**config.mk**
```make
export PLATFORM = sky130hd
export DESIGN_NAME = dtf_top
export DESIGN_NICKNAME = d
export VERILOG_FILES = /design/src/rtl/dtf_pkg.sv /design/src/rtl/dtf_cmp_a.sv /design/src/rtl/dtf_fifo.sv /design/src/rtl/dtf_top.sv
export SDC_FILE = /design/constraint.sdc
export NUM_CORES = 1
export LEC_CHECK = 0
export BUFFER_PORTS_ARGS = -buffer_cell sky130_fd_sc_hd__buf_2
export CORE_ASPECT_RATIO = 1.4
export CORE_MARGIN = 2
export CORE_UTILIZATION = 60
export CTS_BUF_LIST = sky130_fd_sc_hd__clkbuf_8
export DETAILED_ROUTE_END_ITERATION = 10
export MAX_ROUTING_LAYER = met4
export PLACE_DENSITY = 0.8
export SYNTH_ARGS = -nofsm -noshare
export SYNTH_HDL_FRONTEND = slang
export SYNTH_SLANG_ARGS = --single-unit
```
**constraint.sdc**
```tcl
create_clock -name CLOCK -period 3.7 [get_ports CLOCK]
set_input_delay 0.185 -clock CLOCK [delete_from_list [all_inputs] [get_ports CLOCK]]
set_output_delay 0.185 -clock CLOCK [all_outputs]
set_load 0.1 [all_outputs]
```
**src/rtl/dtf_pkg.sv**
```systemverilog
/*
  Constants shared by the debug trace FIFO and comparator A block.
  Assumes a 32-bit APB register bus with word-aligned registers.
*/
package dtf_pkg;

  // APB geometry.
  localparam int DTF_DATA_W = 32;
  localparam int DTF_ADDR_W = 12;
  localparam int DTF_IDX_W = 10;

  // Register indices; the byte address is four times the index.
  localparam logic [9:0] DTF_IDX_CMPA_HI = 10'h000;
  localparam logic [9:0] DTF_IDX_CMPA_LO = 10'h001;
  localparam logic [9:0] DTF_IDX_FIFO_HI = 10'h006;
  localparam logic [9:0] DTF_IDX_FIFO_LO = 10'h007;
  localparam logic [9:0] DTF_IDX_CMPA_EXT = 10'h008;
  localparam logic [9:0] DTF_IDX_FIFO_EXT = 10'h00C;
  localparam logic [9:0] DTF_IDX_CONFIG = 10'h010;
  localparam logic [9:0] DTF_IDX_STATUS = 10'h011;

  // Comparator A extension fields.
  localparam int DTF_EXT_DIR_EN_BIT = 7;
  localparam int DTF_EXT_DIR_VAL_BIT = 6;
  localparam int DTF_EXT_PAGE_BIT = 5;
  localparam int DTF_EXT_B16_BIT = 0;
  localparam logic [7:0] DTF_EXT_WMASK = 8'hE1;

  // Configuration fields.
  localparam int DTF_CFG_EN_BIT = 0;
  localparam int DTF_CFG_BEGIN_BIT = 1;
  localparam int DTF_CFG_EVONLY_BIT = 2;
  localparam logic [7:0] DTF_CFG_WMASK = 8'h07;

  // Status fields.
  localparam int DTF_STAT_EMPTY_BIT = 0;
  localparam int DTF_STAT_ORDER_BIT = 1;
  localparam int DTF_STAT_CNT_LSB = 8;

  // Trace word layout: extension byte above the 16 data bits.
  localparam int DTF_FIFO_WIDTH = 24;
  localparam int DTF_FIFO_DEPTH = 32;
  localparam int DTF_LO_LSB = 0;
  localparam int DTF_HI_LSB = 8;
  localparam int DTF_EXT_LSB = 16;

  // Address layout of the compared 17-bit core address.
  localparam int DTF_CORE_AW = 17;
  localparam int DTF_PAGE_W = 3;
  localparam int DTF_PAGED_OFS_W = 14;

  // Reset values.
  localparam logic [7:0] DTF_BYTE_RST = 8'h00;
  localparam logic [31:0] DTF_WORD_ZERO = 32'h0000_0000;

endpackage

```
**src/rtl/dtf_cmp_a.sv**
```systemverilog
/*
  Comparator A: address, bit 16, page-select and direction match.
  Assumes core bus signals come from logic on the same clock.
*/
`timescale 1ns/100ps
module dtf_cmp_a (
  // Clock and reset.
  input wire logic clk,
  input wire logic rst_b,
  // Core bus being watched.
  input wire logic cycle_valid,
  input wire logic [15:0] addr,
  input wire logic linear_valid,
  input wire logic [16:0] linear_addr,
  input wire logic [2:0] prog_page,
  input wire logic page_sel,
  input wire logic read_cycle,
  // Compare settings.
  input wire logic [7:0] cmp_hi,
  input wire logic [7:0] cmp_lo,
  input wire logic dir_en,
  input wire logic dir_val,
  input wire logic page_q,
  input wire logic bit16,
  // Result.
  output logic match
);
  import dtf_pkg::*;

  logic [DTF_CORE_AW-1:0] core_addr;
  logic addr_ok;
  logic b16_ok;
  logic page_ok;
  logic dir_ok;
  logic match_reg;

  // Paged program access, or plain/linear access with page-select low.
  assign core_addr = page_sel ?
    {prog_page, addr[DTF_PAGED_OFS_W-1:0]} :
    (linear_valid ? linear_addr : {1'b0, addr});
  assign addr_ok = (core_addr[15:0] == {cmp_hi, cmp_lo});
  assign b16_ok = (core_addr[DTF_CORE_AW-1] == bit16);
  assign page_ok = (page_sel == page_q);
  assign dir_ok = ~dir_en | (read_cycle == dir_val);

  always_ff @(posedge clk or negedge rst_b) begin
    if (!rst_b)
      match_reg <= 1'b0;
    else
      match_reg <= cycle_valid & addr_ok & b16_ok & page_ok & dir_ok;
  end

  assign match = match_reg;

endmodule // dtf_cmp_a

```
**src/rtl/dtf_fifo.sv**
```systemverilog
/*
  Synchronous FIFO with valid/ready on both sides and a flush input.
  Assumes one clock and an asynchronous active-low reset.
*/
`timescale 1ns/100ps
module dtf_fifo #(
  parameter int WIDTH = 24,
  parameter int DEPTH = 32
) (
  // Clock and reset.
  input wire logic clk,
  input wire logic rst_b,
  input wire logic flush,
  // Filling side.
  input wire logic in_valid,
  output logic in_ready,
  input wire logic [WIDTH-1:0] in_data,
  // Draining side.
  output logic out_valid,
  input wire logic out_ready,
  output logic [WIDTH-1:0] out_data,
  // Fill level.
  output logic [$clog2(DEPTH+1)-1:0] count
);

  localparam int PW = $clog2(DEPTH);
  localparam int CW = $clog2(DEPTH+1);

  if (DEPTH < 2 || (DEPTH & (DEPTH - 1)) != 0 || WIDTH < 1) begin : g_bad_param
    $error("dtf_fifo: DEPTH must be a power of two of at least 2");
  end

  logic [WIDTH-1:0] mem [DEPTH];
  logic [PW-1:0] wr_ptr_reg;
  logic [PW-1:0] rd_ptr_reg;
  logic [CW-1:0] count_reg;
  logic push;
  logic pop;

  assign in_ready = (count_reg != CW'(DEPTH));
  assign out_valid = (count_reg != '0);
  assign push = in_valid & in_ready & ~flush;
  assign pop = out_valid & out_ready & ~flush;
  assign out_data = mem[rd_ptr_reg];
  assign count = count_reg;

  always_ff @(posedge clk) begin
    if (push)
      mem[wr_ptr_reg] <= in_data;
  end

  always_ff @(posedge clk or negedge rst_b) begin
    if (!rst_b) begin
      wr_ptr_reg <= '0;
      rd_ptr_reg <= '0;
      count_reg <= '0;
    end else if (flush) begin
      wr_ptr_reg <= '0;
      rd_ptr_reg <= '0;
      count_reg <= '0;
    end else begin
      wr_ptr_reg <= wr_ptr_reg + PW'(push);
      rd_ptr_reg <= rd_ptr_reg + PW'(pop);
      count_reg <= count_reg + CW'(push) - CW'(pop);
    end
  end

endmodule // dtf_fifo

```
**src/rtl/dtf_top.sv**
```systemverilog
/*
  Debug trace FIFO read path and comparator A extension registers,
  reached over APB. Assumes the capture logic delivers trace words on
  the same clock, and that chip reset requests arrive as a one-cycle
  pulse together with their cause.

*/
`timescale 1ns/100ps
module dtf_top #(
  parameter int FIFO_DEPTH = dtf_pkg::DTF_FIFO_DEPTH,
  parameter int FIFO_WIDTH = dtf_pkg::DTF_FIFO_WIDTH
) (
  // Clock and reset.
  input wire logic CLOCK,
  input wire logic RST_B,
  // Chip reset request and its cause.
  input wire logic CHIP_RESET,
  input wire logic RESET_CAUSE_END_TRACE,
  // APB slave.
  input wire logic PSEL,
  input wire logic PENABLE,
  input wire logic PWRITE,
  input wire logic [dtf_pkg::DTF_ADDR_W-1:0] PADDR,
  input wire logic [dtf_pkg::DTF_DATA_W-1:0] PWDATA,
  output logic [dtf_pkg::DTF_DATA_W-1:0] PRDATA,
  output logic PREADY,
  output logic PSLVERR,
  // Trace words from the capture logic.
  input wire logic TRACE_VALID,
  input wire logic [dtf_pkg::DTF_FIFO_WIDTH-1:0] TRACE_WORD,
  output logic TRACE_READY,
  // Watched core bus.
  input wire logic CORE_CYCLE_VALID,
  input wire logic [15:0] CORE_ADDR,
  input wire logic CORE_LINEAR_VALID,
  input wire logic [16:0] CORE_LINEAR_ADDR,
  input wire logic [2:0] CORE_PROG_PAGE,
  input wire logic CORE_PAGE_SEL,
  input wire logic CORE_READ,
  // Comparator A result and debug state.
  output logic CMP_A_MATCH,
  output logic DEBUG_MODULE_ENABLE,
  output logic TRACE_BEGIN,
  output logic EVENT_ONLY_MODE
);
  import dtf_pkg::*;

  localparam int CW = $clog2(FIFO_DEPTH+1);

  // Refuse a layout or a depth that the status word cannot report.
  if (FIFO_WIDTH != DTF_FIFO_WIDTH) begin : g_bad_width
    $error("dtf_top: FIFO_WIDTH must match the trace word layout");
  end
  if (FIFO_DEPTH < 2 || CW > DTF_DATA_W - DTF_STAT_CNT_LSB) begin : g_bad_depth
    $error("dtf_top: FIFO_DEPTH out of range");
  end

  ////////////////////////////////////////////////////////////////////////
  // APB decode.

  logic [DTF_IDX_W-1:0] idx;
  logic setup_phase;
  logic access_phase;
  logic wr_access;
  logic rd_access;
  logic hit_cmpa_hi;
  logic hit_cmpa_lo;
  logic hit_fifo_hi;
  logic hit_fifo_lo;
  logic hit_cmpa_ext;
  logic hit_fifo_ext;
  logic hit_config;
  logic hit_status;
  logic mapped;
  logic aligned;

  assign idx = PADDR[DTF_ADDR_W-1:2];
  assign aligned = (PADDR[1:0] == 2'h0);
  assign setup_phase = PSEL & ~PENABLE;
  assign access_phase = PSEL & PENABLE;
  assign wr_access = access_phase & PWRITE;
  assign rd_access = access_phase & ~PWRITE;

  // Compares one register index; an unaligned address hits nothing.
  function automatic logic reg_hit(
    input logic [DTF_IDX_W-1:0] at,
    input logic ok,
    input logic [DTF_IDX_W-1:0] want
  );
    return ok & (at == want);
  endfunction

  assign hit_cmpa_hi = reg_hit(idx, aligned, DTF_IDX_CMPA_HI);
  assign hit_cmpa_lo = reg_hit(idx, aligned, DTF_IDX_CMPA_LO);
  assign hit_fifo_hi = reg_hit(idx, aligned, DTF_IDX_FIFO_HI);
  assign hit_fifo_lo = reg_hit(idx, aligned, DTF_IDX_FIFO_LO);
  assign hit_cmpa_ext = reg_hit(idx, aligned, DTF_IDX_CMPA_EXT);
  assign hit_fifo_ext = reg_hit(idx, aligned, DTF_IDX_FIFO_EXT);
  assign hit_config = reg_hit(idx, aligned, DTF_IDX_CONFIG);
  assign hit_status = reg_hit(idx, aligned, DTF_IDX_STATUS);

  assign mapped = hit_cmpa_hi | hit_cmpa_lo | hit_fifo_hi | hit_fifo_lo |
    hit_cmpa_ext | hit_fifo_ext | hit_config | hit_status;

  // Zero wait states; read data was captured in the setup cycle.
  assign PREADY = 1'b1;
  // Only the access phase flags an error, so a setup cycle never does.
  assign PSLVERR = access_phase & ~mapped;

  ////////////////////////////////////////////////////////////////////////
  // Reset retention.

  logic [7:0] cfg_reg;
  logic keep_state;
  logic soft_clear;

  // An end-trace reset with debug on and begin-trigger off keeps state.
  assign keep_state = RESET_CAUSE_END_TRACE & cfg_reg[DTF_CFG_EN_BIT] &
    ~cfg_reg[DTF_CFG_BEGIN_BIT];
  // A clear outranks any write that falls in the same cycle.
  assign soft_clear = CHIP_RESET & ~keep_state;

  ////////////////////////////////////////////////////////////////////////
  // Software-written registers.

  logic [7:0] cmpa_hi_reg;
  logic [7:0] cmpa_hi_next;
  logic [7:0] cmpa_lo_reg;
  logic [7:0] cmpa_lo_next;
  logic [7:0] cmpa_ext_reg;
  logic [7:0] cmpa_ext_next;
  logic [7:0] cfg_next;
  logic [7:0] wbyte;

  // Writes to the read-only trace registers leave every register unchanged.
  assign wbyte = PWDATA[7:0];
  assign cmpa_hi_next = (wr_access & hit_cmpa_hi) ? wbyte : cmpa_hi_reg;
  assign cmpa_lo_next = (wr_access & hit_cmpa_lo) ? wbyte : cmpa_lo_reg;
  // Bits 4 to 1 of the extension register are reserved and stay zero.
  assign cmpa_ext_next = (wr_access & hit_cmpa_ext) ?
    (wbyte & DTF_EXT_WMASK) : cmpa_ext_reg;
  assign cfg_next = (wr_access & hit_config) ?
    (wbyte & DTF_CFG_WMASK) : cfg_reg;

  always_ff @(posedge CLOCK or negedge RST_B) begin
    if (!RST_B) begin
      cmpa_hi_reg <= DTF_BYTE_RST;
      cmpa_lo_reg <= DTF_BYTE_RST;
      cmpa_ext_reg <= DTF_BYTE_RST;
      cfg_reg <= DTF_BYTE_RST;
    end else if (soft_clear) begin
      cmpa_hi_reg <= DTF_BYTE_RST;
      cmpa_lo_reg <= DTF_BYTE_RST;
      cmpa_ext_reg <= DTF_BYTE_RST;
      cfg_reg <= DTF_BYTE_RST;
    end else begin
      cmpa_hi_reg <= cmpa_hi_next;
      cmpa_lo_reg <= cmpa_lo_next;
      cmpa_ext_reg <= cmpa_ext_next;
      cfg_reg <= cfg_next;
    end
  end

  assign DEBUG_MODULE_ENABLE = cfg_reg[DTF_CFG_EN_BIT];
  assign TRACE_BEGIN = cfg_reg[DTF_CFG_BEGIN_BIT];
  assign EVENT_ONLY_MODE = cfg_reg[DTF_CFG_EVONLY_BIT];

  ////////////////////////////////////////////////////////////////////////
  // Trace FIFO and its read path.

  logic fifo_in_valid;
  logic fifo_in_ready;
  logic fifo_out_valid;
  logic fifo_pop;
  logic [FIFO_WIDTH-1:0] fifo_head;
  logic [CW-1:0] fifo_count;
  logic event_only;
  logic [7:0] head_lo;
  logic [7:0] head_hi;
  logic [7:0] head_ext;

  assign event_only = cfg_reg[DTF_CFG_EVONLY_BIT];
  assign fifo_in_valid = TRACE_VALID & cfg_reg[DTF_CFG_EN_BIT];
  assign TRACE_READY = fifo_in_ready & cfg_reg[DTF_CFG_EN_BIT];

  // Only a completed low-byte read moves the FIFO on.
  assign fifo_pop = rd_access & hit_fifo_lo;

  dtf_fifo #(
    .WIDTH(FIFO_WIDTH),
    .DEPTH(FIFO_DEPTH)
  ) dtf_fifo_i (
    .clk(CLOCK),
    .rst_b(RST_B),
    .flush(soft_clear),
    .in_valid(fifo_in_valid),
    .in_ready(fifo_in_ready),
    .in_data(TRACE_WORD),
    .out_valid(fifo_out_valid),
    .out_ready(fifo_pop),
    .out_data(fifo_head),
    .count(fifo_count)
  );

  // Picks one byte of the head word, or zero where it must not show.
  function automatic logic [7:0] head_byte(
    input logic [FIFO_WIDTH-1:0] word,
    input int lsb,
    input logic show
  );
    return show ? word[lsb+:8] : DTF_BYTE_RST;
  endfunction

  assign head_lo = head_byte(fifo_head, DTF_LO_LSB, fifo_out_valid);
  assign head_hi = head_byte(fifo_head, DTF_HI_LSB,
    fifo_out_valid & ~event_only);
  // The extension byte is as empty as the high byte in event-only mode.
  assign head_ext = head_byte(fifo_head, DTF_EXT_LSB,
    fifo_out_valid & ~event_only);

  ////////////////////////////////////////////////////////////////////////
  // Read order watch.

  logic ext_seen_reg;
  logic ext_seen_next;
  logic hi_seen_reg;
  logic hi_seen_next;
  logic order_fault_reg;
  logic order_fault_next;
  logic order_bad;
  logic order_clr;

  // A full-mode word read without extension and high first is flagged.
  assign order_bad = fifo_pop & fifo_out_valid & ~event_only &
    ~(ext_seen_reg & hi_seen_reg);
  assign order_clr = wr_access & hit_status & PWDATA[DTF_STAT_ORDER_BIT];
  // The seen flags restart at every pop, so each word is judged alone.
  assign ext_seen_next = fifo_pop ? 1'b0 :
    ((rd_access & hit_fifo_ext) | ext_seen_reg);
  assign hi_seen_next = fifo_pop ? 1'b0 :
    ((rd_access & hit_fifo_hi & ext_seen_reg) | hi_seen_reg);
  // A new fault in the clearing cycle stays set.
  assign order_fault_next = order_bad | (order_fault_reg & ~order_clr);

  always_ff @(posedge CLOCK or negedge RST_B) begin
    if (!RST_B) begin
      ext_seen_reg <= 1'b0;
      hi_seen_reg <= 1'b0;
      order_fault_reg <= 1'b0;
    end else if (soft_clear) begin
      ext_seen_reg <= 1'b0;
      hi_seen_reg <= 1'b0;
      order_fault_reg <= 1'b0;
    end else begin
      ext_seen_reg <= ext_seen_next;
      hi_seen_reg <= hi_seen_next;
      order_fault_reg <= order_fault_next;
    end
  end

  ////////////////////////////////////////////////////////////////////////
  // Comparator A.

  // The match is registered, so it trails the watched cycle by one clock.
  dtf_cmp_a dtf_cmp_a_i (
    .clk(CLOCK),
    .rst_b(RST_B),
    .cycle_valid(CORE_CYCLE_VALID),
    .addr(CORE_ADDR),
    .linear_valid(CORE_LINEAR_VALID),
    .linear_addr(CORE_LINEAR_ADDR),
    .prog_page(CORE_PROG_PAGE),
    .page_sel(CORE_PAGE_SEL),
    .read_cycle(CORE_READ),
    .cmp_hi(cmpa_hi_reg),
    .cmp_lo(cmpa_lo_reg),
    .dir_en(cmpa_ext_reg[DTF_EXT_DIR_EN_BIT]),
    .dir_val(cmpa_ext_reg[DTF_EXT_DIR_VAL_BIT]),
    .page_q(cmpa_ext_reg[DTF_EXT_PAGE_BIT]),
    .bit16(cmpa_ext_reg[DTF_EXT_B16_BIT]),
    .match(CMP_A_MATCH)
  );

  ////////////////////////////////////////////////////////////////////////
  // Read data.

  logic [DTF_DATA_W-1:0] status_word;
  logic [DTF_DATA_W-1:0] rd_mux;
  logic [DTF_DATA_W-1:0] prdata_reg;
  logic [DTF_DATA_W-1:0] prdata_next;

  function automatic logic [DTF_DATA_W-1:0] byte_word(
    input logic [7:0] b
  );
    return {24'h00_0000, b};
  endfunction

  // The count sits above the flags so one read returns both.
  always_comb begin
    status_word = DTF_WORD_ZERO;
    status_word[DTF_STAT_EMPTY_BIT] = ~fifo_out_valid;
    status_word[DTF_STAT_ORDER_BIT] = order_fault_reg;
    status_word[DTF_STAT_CNT_LSB+:CW] = fifo_count;
  end

  assign rd_mux =
    hit_cmpa_hi ? byte_word(cmpa_hi_reg) :
    hit_cmpa_lo ? byte_word(cmpa_lo_reg) :
    hit_fifo_hi ? byte_word(head_hi) :
    hit_fifo_lo ? byte_word(head_lo) :
    hit_cmpa_ext ? byte_word(cmpa_ext_reg) :
    hit_fifo_ext ? byte_word(head_ext) :
    hit_config ? byte_word(cfg_reg) :
    hit_status ? status_word :
    DTF_WORD_ZERO;

  // Captured in the setup cycle so the access phase sees a stable word.
  assign prdata_next = (setup_phase & ~PWRITE) ? rd_mux : prdata_reg;

  always_ff @(posedge CLOCK or negedge RST_B) begin
    if (!RST_B)
      prdata_reg <= DTF_WORD_ZERO;
    else
      prdata_reg <= prdata_next;
  end

  assign PRDATA = prdata_reg;

endmodule // dtf_top

```
# After elaboration in Yosys (flattened, before gate mapping)
# Memories as Yosys holds them, arrays and structs flattened.
# Cells that the tools add are included.
# classes
bitwise	64
eq_ne	12
muxes	31
n_reduce_logical	7
n_addsub	4
# op_table
operator	count
$mux W14	8
$mux W8	11
$and A1 B1 Y1	42
$mux W17	2
$eq A10 B3 Y1 const B	2
$eq A10 B4 Y1 const B	2
$eq A10 B5 Y1 const B	2
$eq A16 B16 Y1	1
$not A1 Y1	11
$or A1 B1 Y1	11
$add A5 B1 Y5	2
$eq A10 B1 Y1 const B	1
$logic_not A10 Y1	1
$mux W5	2
$reduce_bool A2 Y1	4
$mux W1	7
$add A6 B1 Y6	1
$mux W6	1
$ne A6 B6 Y1 const B	1
$reduce_bool A6 Y1	1
$sub A6 B1 Y6	1
$eq A1 B1 Y1	3
$logic_not A2 Y1	1
# word_totals
regBits	84
word_cells	131
memories	1
output_inout_bits	39
ramBits	768
# mem_list
name	words	width	rd	rd_clocked_by_memory_dff	wr	line	source
dtf_fifo_i.mem	32	24	1	0	1	dtf_fifo.sv:33	logic [WIDTH-1:0] mem [DEPTH];

# Longest topological paths before layout
# Gate-level depths: netlist of the first run.
# logic_depth
ltp_word	11
ltp_mapped	14
mapped_depth_nobuf	14

# Modules after synthesis
# From an unflattened synthesis of the first run, not the netlist that was laid out.
# hier_totals
hier_cells	1829
hier_area_um2	33211.9
# by_module_without_submodules
mod	cells_each	area_per_inst_um2	n_inst	seq_area_each_um2
dtf_fifo	1497	30245.3	1	23462.5
dtf_top	245	2356.0	1	1001.0
dtf_cmp_a	87	610.6	1	25.0

# Least setup slack after synthesis of the first run
# Ideal clock, no wire load.
# synth_path
path_type	register -> register
from	register cfg_reg[0]
to	memory dtf_fifo_i.mem[28][0] (enable)
setup_ns	0.405
path_slack_ns	-1.950
period_less_slack_ns	5.650
required_ns	3.295
stages_incl_launch_ff	8
t_arrival_ns	5.245
path_cell_list	dfrtp_1 a21boi_0 and3_1 clkbuf_1 nor2b_1 nand2b_1 clkbuf_1 nor2_1
# synth_via
elab_chain_len	8
elab_cells_between_ends	10
# synth_rtl
item	line	source
start, declared	dtf_top.sv:113	logic [7:0] cfg_reg;
start signal, assigned	dtf_top.sv:160	cfg_reg <= cfg_next;
$and A1 B1 Y1 (2 in a row)	dtf_top.sv:118	assign keep_state = RESET_CAUSE_END_TRACE & cfg_reg[DTF_CFG_EN_BIT] &
$not A1 Y1	dtf_top.sv:121	assign soft_clear = CHIP_RESET & ~keep_state;
$and A1 B1 Y1	dtf_top.sv:121	
$not A1 Y1	dtf_fifo.sv:42	assign push = in_valid & in_ready & ~flush;
$and A1 B1 Y1 (*)	dtf_fifo.sv:42	
$mux W1 (*)	dtf_fifo.sv:48	if (push)
$mux W1 (not written as such) (*)	dtf_fifo.sv:49	mem[wr_ptr_reg] <= in_data;
end, declared	dtf_fifo.sv:33	
# Every way passes the cells marked *; elsewhere a longest branch is shown, timed or not.

# Worst setup path after layout of the first run
# layout_path
from	register dtf_fifo_i.count_reg[2], in the netlist dtf_fifo_i.count[2]
to	memory dtf_fifo_i.mem[20][7] (enable)
# layout_via
elab_chain_len	5
# layout_rtl
item	line	source
start, declared	dtf_fifo.sv:36	logic [CW-1:0] count_reg;
start signal, assigned	dtf_fifo.sv:64	count_reg <= count_reg + CW'(push) - CW'(pop);
$ne A6 B6 Y1	dtf_fifo.sv:40	assign in_ready = (count_reg != CW'(DEPTH));
$and A1 B1 Y1 (2 in a row)	dtf_fifo.sv:42	
$mux W1	dtf_fifo.sv:48	
$mux W1 (not written as such)	dtf_fifo.sv:49	
# No other way between the ends.

==> out/results.tsv, run 1 <==
metric	value	unit
status	finished, final reports clean	
Post-Syn Area	33140	µm²
nets	2116	
CP Capture Type	flip-flop	
Core Box Area	54470	µm²
slowest stage delay, CP	0.99	ns
max-slew violations	0	
max reg flops	768	
reg2reg path depth	8	
peak supply drop	269.0	µV
CP Launch Type	flip-flop	
crit path cell chain	inv_1 > ha_1 > nor3b_1 > a21boi_4 > and3_1 > nor2b_1 > nand2b_1 > nor2_4	
die footprint	57150	µm²
sequential fraction of the synthesis area	73.90	%
Worst EP arrival	3.56	ns
Avg Vias per Cell	6.413	
largest net degree at the start of global routing	59	
Final period util	88.11	%
Synth Instances	1723	
initial antenna violation count	1	
Unique masters post-synth	68	
skew final	0.06195	ns
# DRC	0	
layout cells sized above 1	27.29	%
R2R Path Start	dtf_fifo_i.count[2]$_DFF_PN0_	
Top delay family on crit path	simple AND/OR/NAND/NOR gates	
vias in the first global route	18411	
Post-synth top flop	edfxtp_1	
CTS resizes	0	
final hold violation count	0	
chip height	282.1	µm
Die X	202.6	µm
reg2reg end	dtf_fifo_i.mem[20][7]$_DFFE_PP_	
Overflow after GRT	0	
Crit path buffers/inverters	1	
io pins	155	
H-Tree Depth	3	
Reg clk slew, reported paths	0.07	ns
Initial Util	60.84	%
Final Core Density	69.19	%
Root Driver	clkbuf_8	
R2R Setup Slk	0.44	ns
f_max	306.7	MHz
first-pass GRT wire length	117500	µm
pwr dens	453.3	nW/µm²
first-pass detailed-route iteration total	5	
register name with the most flops	dtf_fifo_i.mem	
Multi-input gate area	8263	µm²
Layout area overhead	13.73	%
DRT iter0 DRCs	2264	
Syn. warnings	0	
total track usage	29.55	%
final estimated routing congestion in global placement	0.9073	
Worst path slowest cell	nor2_4	
CTS tree	done	
Slew HR	22.03	%
clk_lat worst skew	0.75	ns
Hold Crit Class	primary input to asynchronous set/reset pin	
worst-margin pin slew	1.167	ns
critical path class	flip-flop to flip-flop	
Placed Instance Area	35150	µm²
final WL	80140	µm
number of synthesized flops with an enable pin	768	
most common cell after layout, fill and taps aside	edfxtp_1	
RSZ-0062 raised after global routing	false	
Pleak	12.39	nW
max-cap violations	0	
Cell Rows	101	
register area	24500	µm²
setup_tns	0	ns
DRT antenna net count	0	
largest area contributor in the netlist	edfxtp_1	
Place WS	0.4622	ns
port bufs	111	
clk sinks	825	
post-route cell area	37690	µm²
CTS max path bufs	3	
Yosys top cell area share	69.59	%
Num CTS Buffers	111	
via count	17962	
critical path fanouts, max	24	
required time worst endpoint	4.00	ns
Avg Cell Area, Syn	19.23	µm²
most frequent cells in the layout	edfxtp_1, mux4_2, clkbuf_8	
Final min period	3.260	ns
# fillers	3223	
Synth area leaders	edfxtp_1, mux4_2, dfrtp_1	
final worst slack	0.4399	ns
WL per Instance	28.61	µm
Async SR Flop Fraction	6.909	%
FF+latch count, synth	825	
Final Setup Violations	0	
post-DP HPWL	49900	µm
[timing repair]
action / in CTS / in global routing
hold buffers: 47 / 0
hold endpoints to repair: 825 / 0
setup buffers: 0 / 0
[area by class of cell]
| cell class | instances | area share (%) |
|---|---|---|
| inverters | 10 | 0.09960 |
| clock buffers | 114 | 4.163 |
| well taps | 721 | 2.394 |
| flip-flops and latches | 825 | 65.00 |
| diodes | 2 | 0.01328 |
| clock inverters | 89 | 1.305 |
| multi-input cells | 796 | 21.92 |
| repair buffers | 244 | 5.099 |
[cell families (layout without fill, tap and decap cells)]
kind of cell    after synthesis  in the layout  synth area share [%]
fa+ha+maj                    12             12                0.4757
buf+inv                     119            457                 2.122
mux                         287            287                 15.44
simple gates                311            311                 4.418
other cells                   2             21               0.02266
xor+xnor                     31             31                0.8193
compound gates              136            136                 2.809
flops                       825            825                 73.90
[per-layer routing]
metal,global-route usage [%],wire length (µm)
met3,5.922,8047
met1,36.20,28190
met2,48.12,40220
met5,-,0
met4,13.63,3684
[report_power, final]
part,switching [mW],internal (mW),total [mW]
logic,0.368,0.107,0.474
registers,0.00671,10.2,10.2
clock network,3.30,3.10,6.40
[per-stage QoR]
| stage | hold slack [ns] | total power, mW | instances |
|---|---|---|---|
| 2_1_floorplan | -0.1106 | 10.64 | 1740 |
| 3_3_place_gp | 0.2628 | 10.82 | 2549 |
| 3_5_place_dp | 0.2756 | 10.84 | 2549 |
| 4_1_cts | 0.009174 | 17.15 | 2799 |
| 5_1_grt | 0.08794 | 17.55 | 2800 |
| 6_report | 0.03548 | 17.08 | 2801 |
[worst max-delay path by stage]
stage / startpoint / to / slack [ns] / cells after the start
after global placement: PADDR[9] / dtf_fifo_i.count[5]$_DFF_PN0_ / 0.49 / 12
after global routing: dtf_fifo_i.count[2]$_DFF_PN0_ / dtf_fifo_i.mem[20][7]$_DFFE_PP_ / 0.26 / 8
after floorplan: cfg_reg[0]$_DFFE_PN0P_ / dtf_fifo_i.mem[4][0]$_DFFE_PP_ / 0.05 / 7
after detailed placement: PADDR[9] / dtf_fifo_i.count[5]$_DFF_PN0_ / 0.46 / 12
final: dtf_fifo_i.count[2]$_DFF_PN0_ / dtf_fifo_i.mem[20][7]$_DFFE_PP_ / 0.44 / 8
after CTS: dtf_fifo_i.count[2]$_DFF_PN0_ / dtf_fifo_i.mem[20][7]$_DFFE_PP_ / 0.46 / 8
[cell usage after synthesis, types with 10 or more instances]
cell type  instances
edfxtp_1         768
mux4_2           179
mux2i_1          106
nand2_1          105
nor2_1            90
dfrtp_1           57
clkbuf_1          46
buf_4             31
nand3_1           31
o21ai_0           26
a21oi_1           25
xnor2_1           19
a31oi_1           17
buf_6             15
buf_2             13
a22oi_1           12
xor2_1            12
a22o_1            11
ha_1              11
nor3_1            11
a32oi_1           10
or3_1             10
Power figures use the tool's default switching activity.
==> run 2: changes to the inputs <==
==> constraint.sdc (replaced) <==
create_clock -name CLOCK -period 3.7 [get_ports CLOCK]
set_input_delay 0.37 -clock CLOCK [delete_from_list [all_inputs] [get_ports CLOCK]]
set_output_delay 0.37 -clock CLOCK [all_outputs]
set_load 0.1 [all_outputs]
==> out/results.tsv, run 2 (synthesized netlist as in run 1, its figures left out) <==
metric	value	unit
H-Tree Depth	3	
required time worst endpoint	4.11	ns
critical path fanouts, max	14	
Top delay family on crit path	simple AND/OR/NAND/NOR gates	
skew final	0.05477	ns
initial antenna violation count	2	
peak supply drop	266.0	µV
final hold violation count	0	
max reg flops	768	
CTS max path bufs	3	
largest net degree at the start of global routing	66	
Final Setup Violations	0	
via count	18181	
R2R Path Start	dtf_fifo_i.count[3]$_DFF_PN0_	
Cell Rows	101	
pwr dens	459.2	nW/µm²
die footprint	57150	µm²
critical path class	flip-flop to flip-flop	
Overflow after GRT	0	
DRT antenna net count	0	
Hold Crit Class	primary input to asynchronous set/reset pin	
register name with the most flops	dtf_fifo_i.mem	
first-pass GRT wire length	117600	µm
clk sinks	825	
Num CTS Buffers	112	
Final period util	90.51	%
clk_lat worst skew	0.75	ns
final WL	79940	µm
vias in the first global route	18370	
Root Driver	clkbuf_8	
max-slew violations	0	
crit path cell chain	inv_1 > ha_1 > nor3b_1 > a21boi_4 > and3_1 > nand3b_1 > buf_4 > nor2_4 > buf_12	
Die X	202.6	µm
CP Capture Type	flip-flop	
# DRC	0	
most frequent cells in the layout	edfxtp_1, mux4_2, clkbuf_8	
layout cells sized above 1	28.10	%
RSZ-0062 raised after global routing	false	
Post-CTS Setup Bufs	0	
Reg clk slew, reported paths	0.07	ns
nets	2094	
Initial Util	60.84	%
Layout area overhead	12.86	%
# fillers	3211	
io pins	155	
WL per Instance	28.83	µm
Worst EP arrival	3.76	ns
DRT iter0 DRCs	2265	
worst-margin pin slew	1.146	ns
slowest stage delay, CP	0.58	ns
Core Box Area	54470	µm²
first-pass detailed-route iteration total	8	
f_max	298.6	MHz
max-cap violations	0	
Avg Vias per Cell	6.556	
most common cell after layout, fill and taps aside	edfxtp_1	
status	finished, final reports clean	
chip height	282.1	µm
Crit path buffers/inverters	3	
Worst path slowest cell	nor2_4	
final estimated routing congestion in global placement	0.9314	
setup_tns	0	ns
CP Launch Type	flip-flop	
Final min period	3.349	ns
Pleak	12.29	nW
Fin Hold WS	0.05527	ns
Slew HR	23.43	%
CP Launch Point	dtf_fifo_i.count[3]$_DFF_PN0_	
total track usage	29.53	%
post-DP HPWL	49920	µm
CTS tree	done	
port bufs	111	
## run 2: changes by cell type in the layout (fill, tap and decap cells not counted), sizes merged
cell / delta
dlygate4sd3: -36
buf: +13
clkinv: -9
clkbuf: +4
clkinvlp: -1
inv: +1
## run 2: routing by layer
layer  part of all wire (%)  vias up  routed length [µm]  GRT usage [%]
met3                     10      232                8351          5.991
met1                     35     9308               28190          36.89
met5                      0        -                   0              -
met2                     49     1191               39570          47.13
met4                    4.8        0                3829          13.94
li1                       -     7450                   -              -
## run 2: worst paths after layout
check,slack [ns],cells after the start,end
worst max register to register,0.35,9,dtf_fifo_i.mem[17][8]$_DFFE_PP_
max in group asynchronous,2.71,3,dtf_fifo_i.rd_ptr_reg[0]$_DFF_PN0_
min in group CLOCK,0.06,5,dtf_cmp_a_i.match$_DFF_PN0_
worst min register to register,0.50,1,PRDATA[9]$_DFFE_PN0P_
worst max-delay path,0.35,9,dtf_fifo_i.mem[17][8]$_DFFE_PP_
worst min-delay path,0.06,2,dtf_fifo_i.count[4]$_DFF_PN0_
## run 2: worst register-to-register path: stages, from the launching register on
cell and delay [ns]:
dfrtp_1 0.38, inv_1 0.07, ha_1 0.20, nor3b_1 0.19
a21boi_4 0.17, and3_1 0.30, nand3b_1 0.49, buf_4 0.36
nor2_4 0.58, buf_12 0.26
## run 2: where the power goes
group          internal [mW]  switching, mW  leakage (nW)
clock                   3.18           3.34          1.19
combinational         0.0840          0.365          3.41
sequential              10.2        0.00611          7.68
total                   13.5           3.71          12.3
## run 2: per-stage QoR
step | power [mW] | utilization (%) | std cells | setup WS [ns] | area, µm²
global placement | 10.82 | 64.63 | 2562 | 0.3988 | 35200
global route | 17.63 | 68.66 | 2773 | 0.2623 | 37400
CTS | 17.24 | 68.65 | 2771 | 0.3941 | 37390
finish | 17.17 | 68.66 | 2773 | 0.3512 | 37400
floorplan | 10.64 | - | 1740 | 0.05035 | 33290
detailed placement | 10.84 | 64.63 | 2562 | 0.3542 | 35200
## run 2: layout make-up
type	instances	area, µm²	area share [%]
timing repair buffer	221	1609	4.302
multi-input combinational	796	8263	22.09
clock buffer	118	1624	4.343
tap	721	902.1	2.412
antenna	2	5.005	0.01338
sequential	825	24500	65.50
inverter	10	37.54	0.1004
clock inverter	80	460.4	1.231
## run 2: what timing repair did
| action | CTS | global route |
|---|---|---|
| setup endpoints to repair | 0 | 0 |
| hold endpoints to repair | 40 | 0 |
| gates resized for setup | 0 | 0 |
| hold buffers | 11 | 0 |
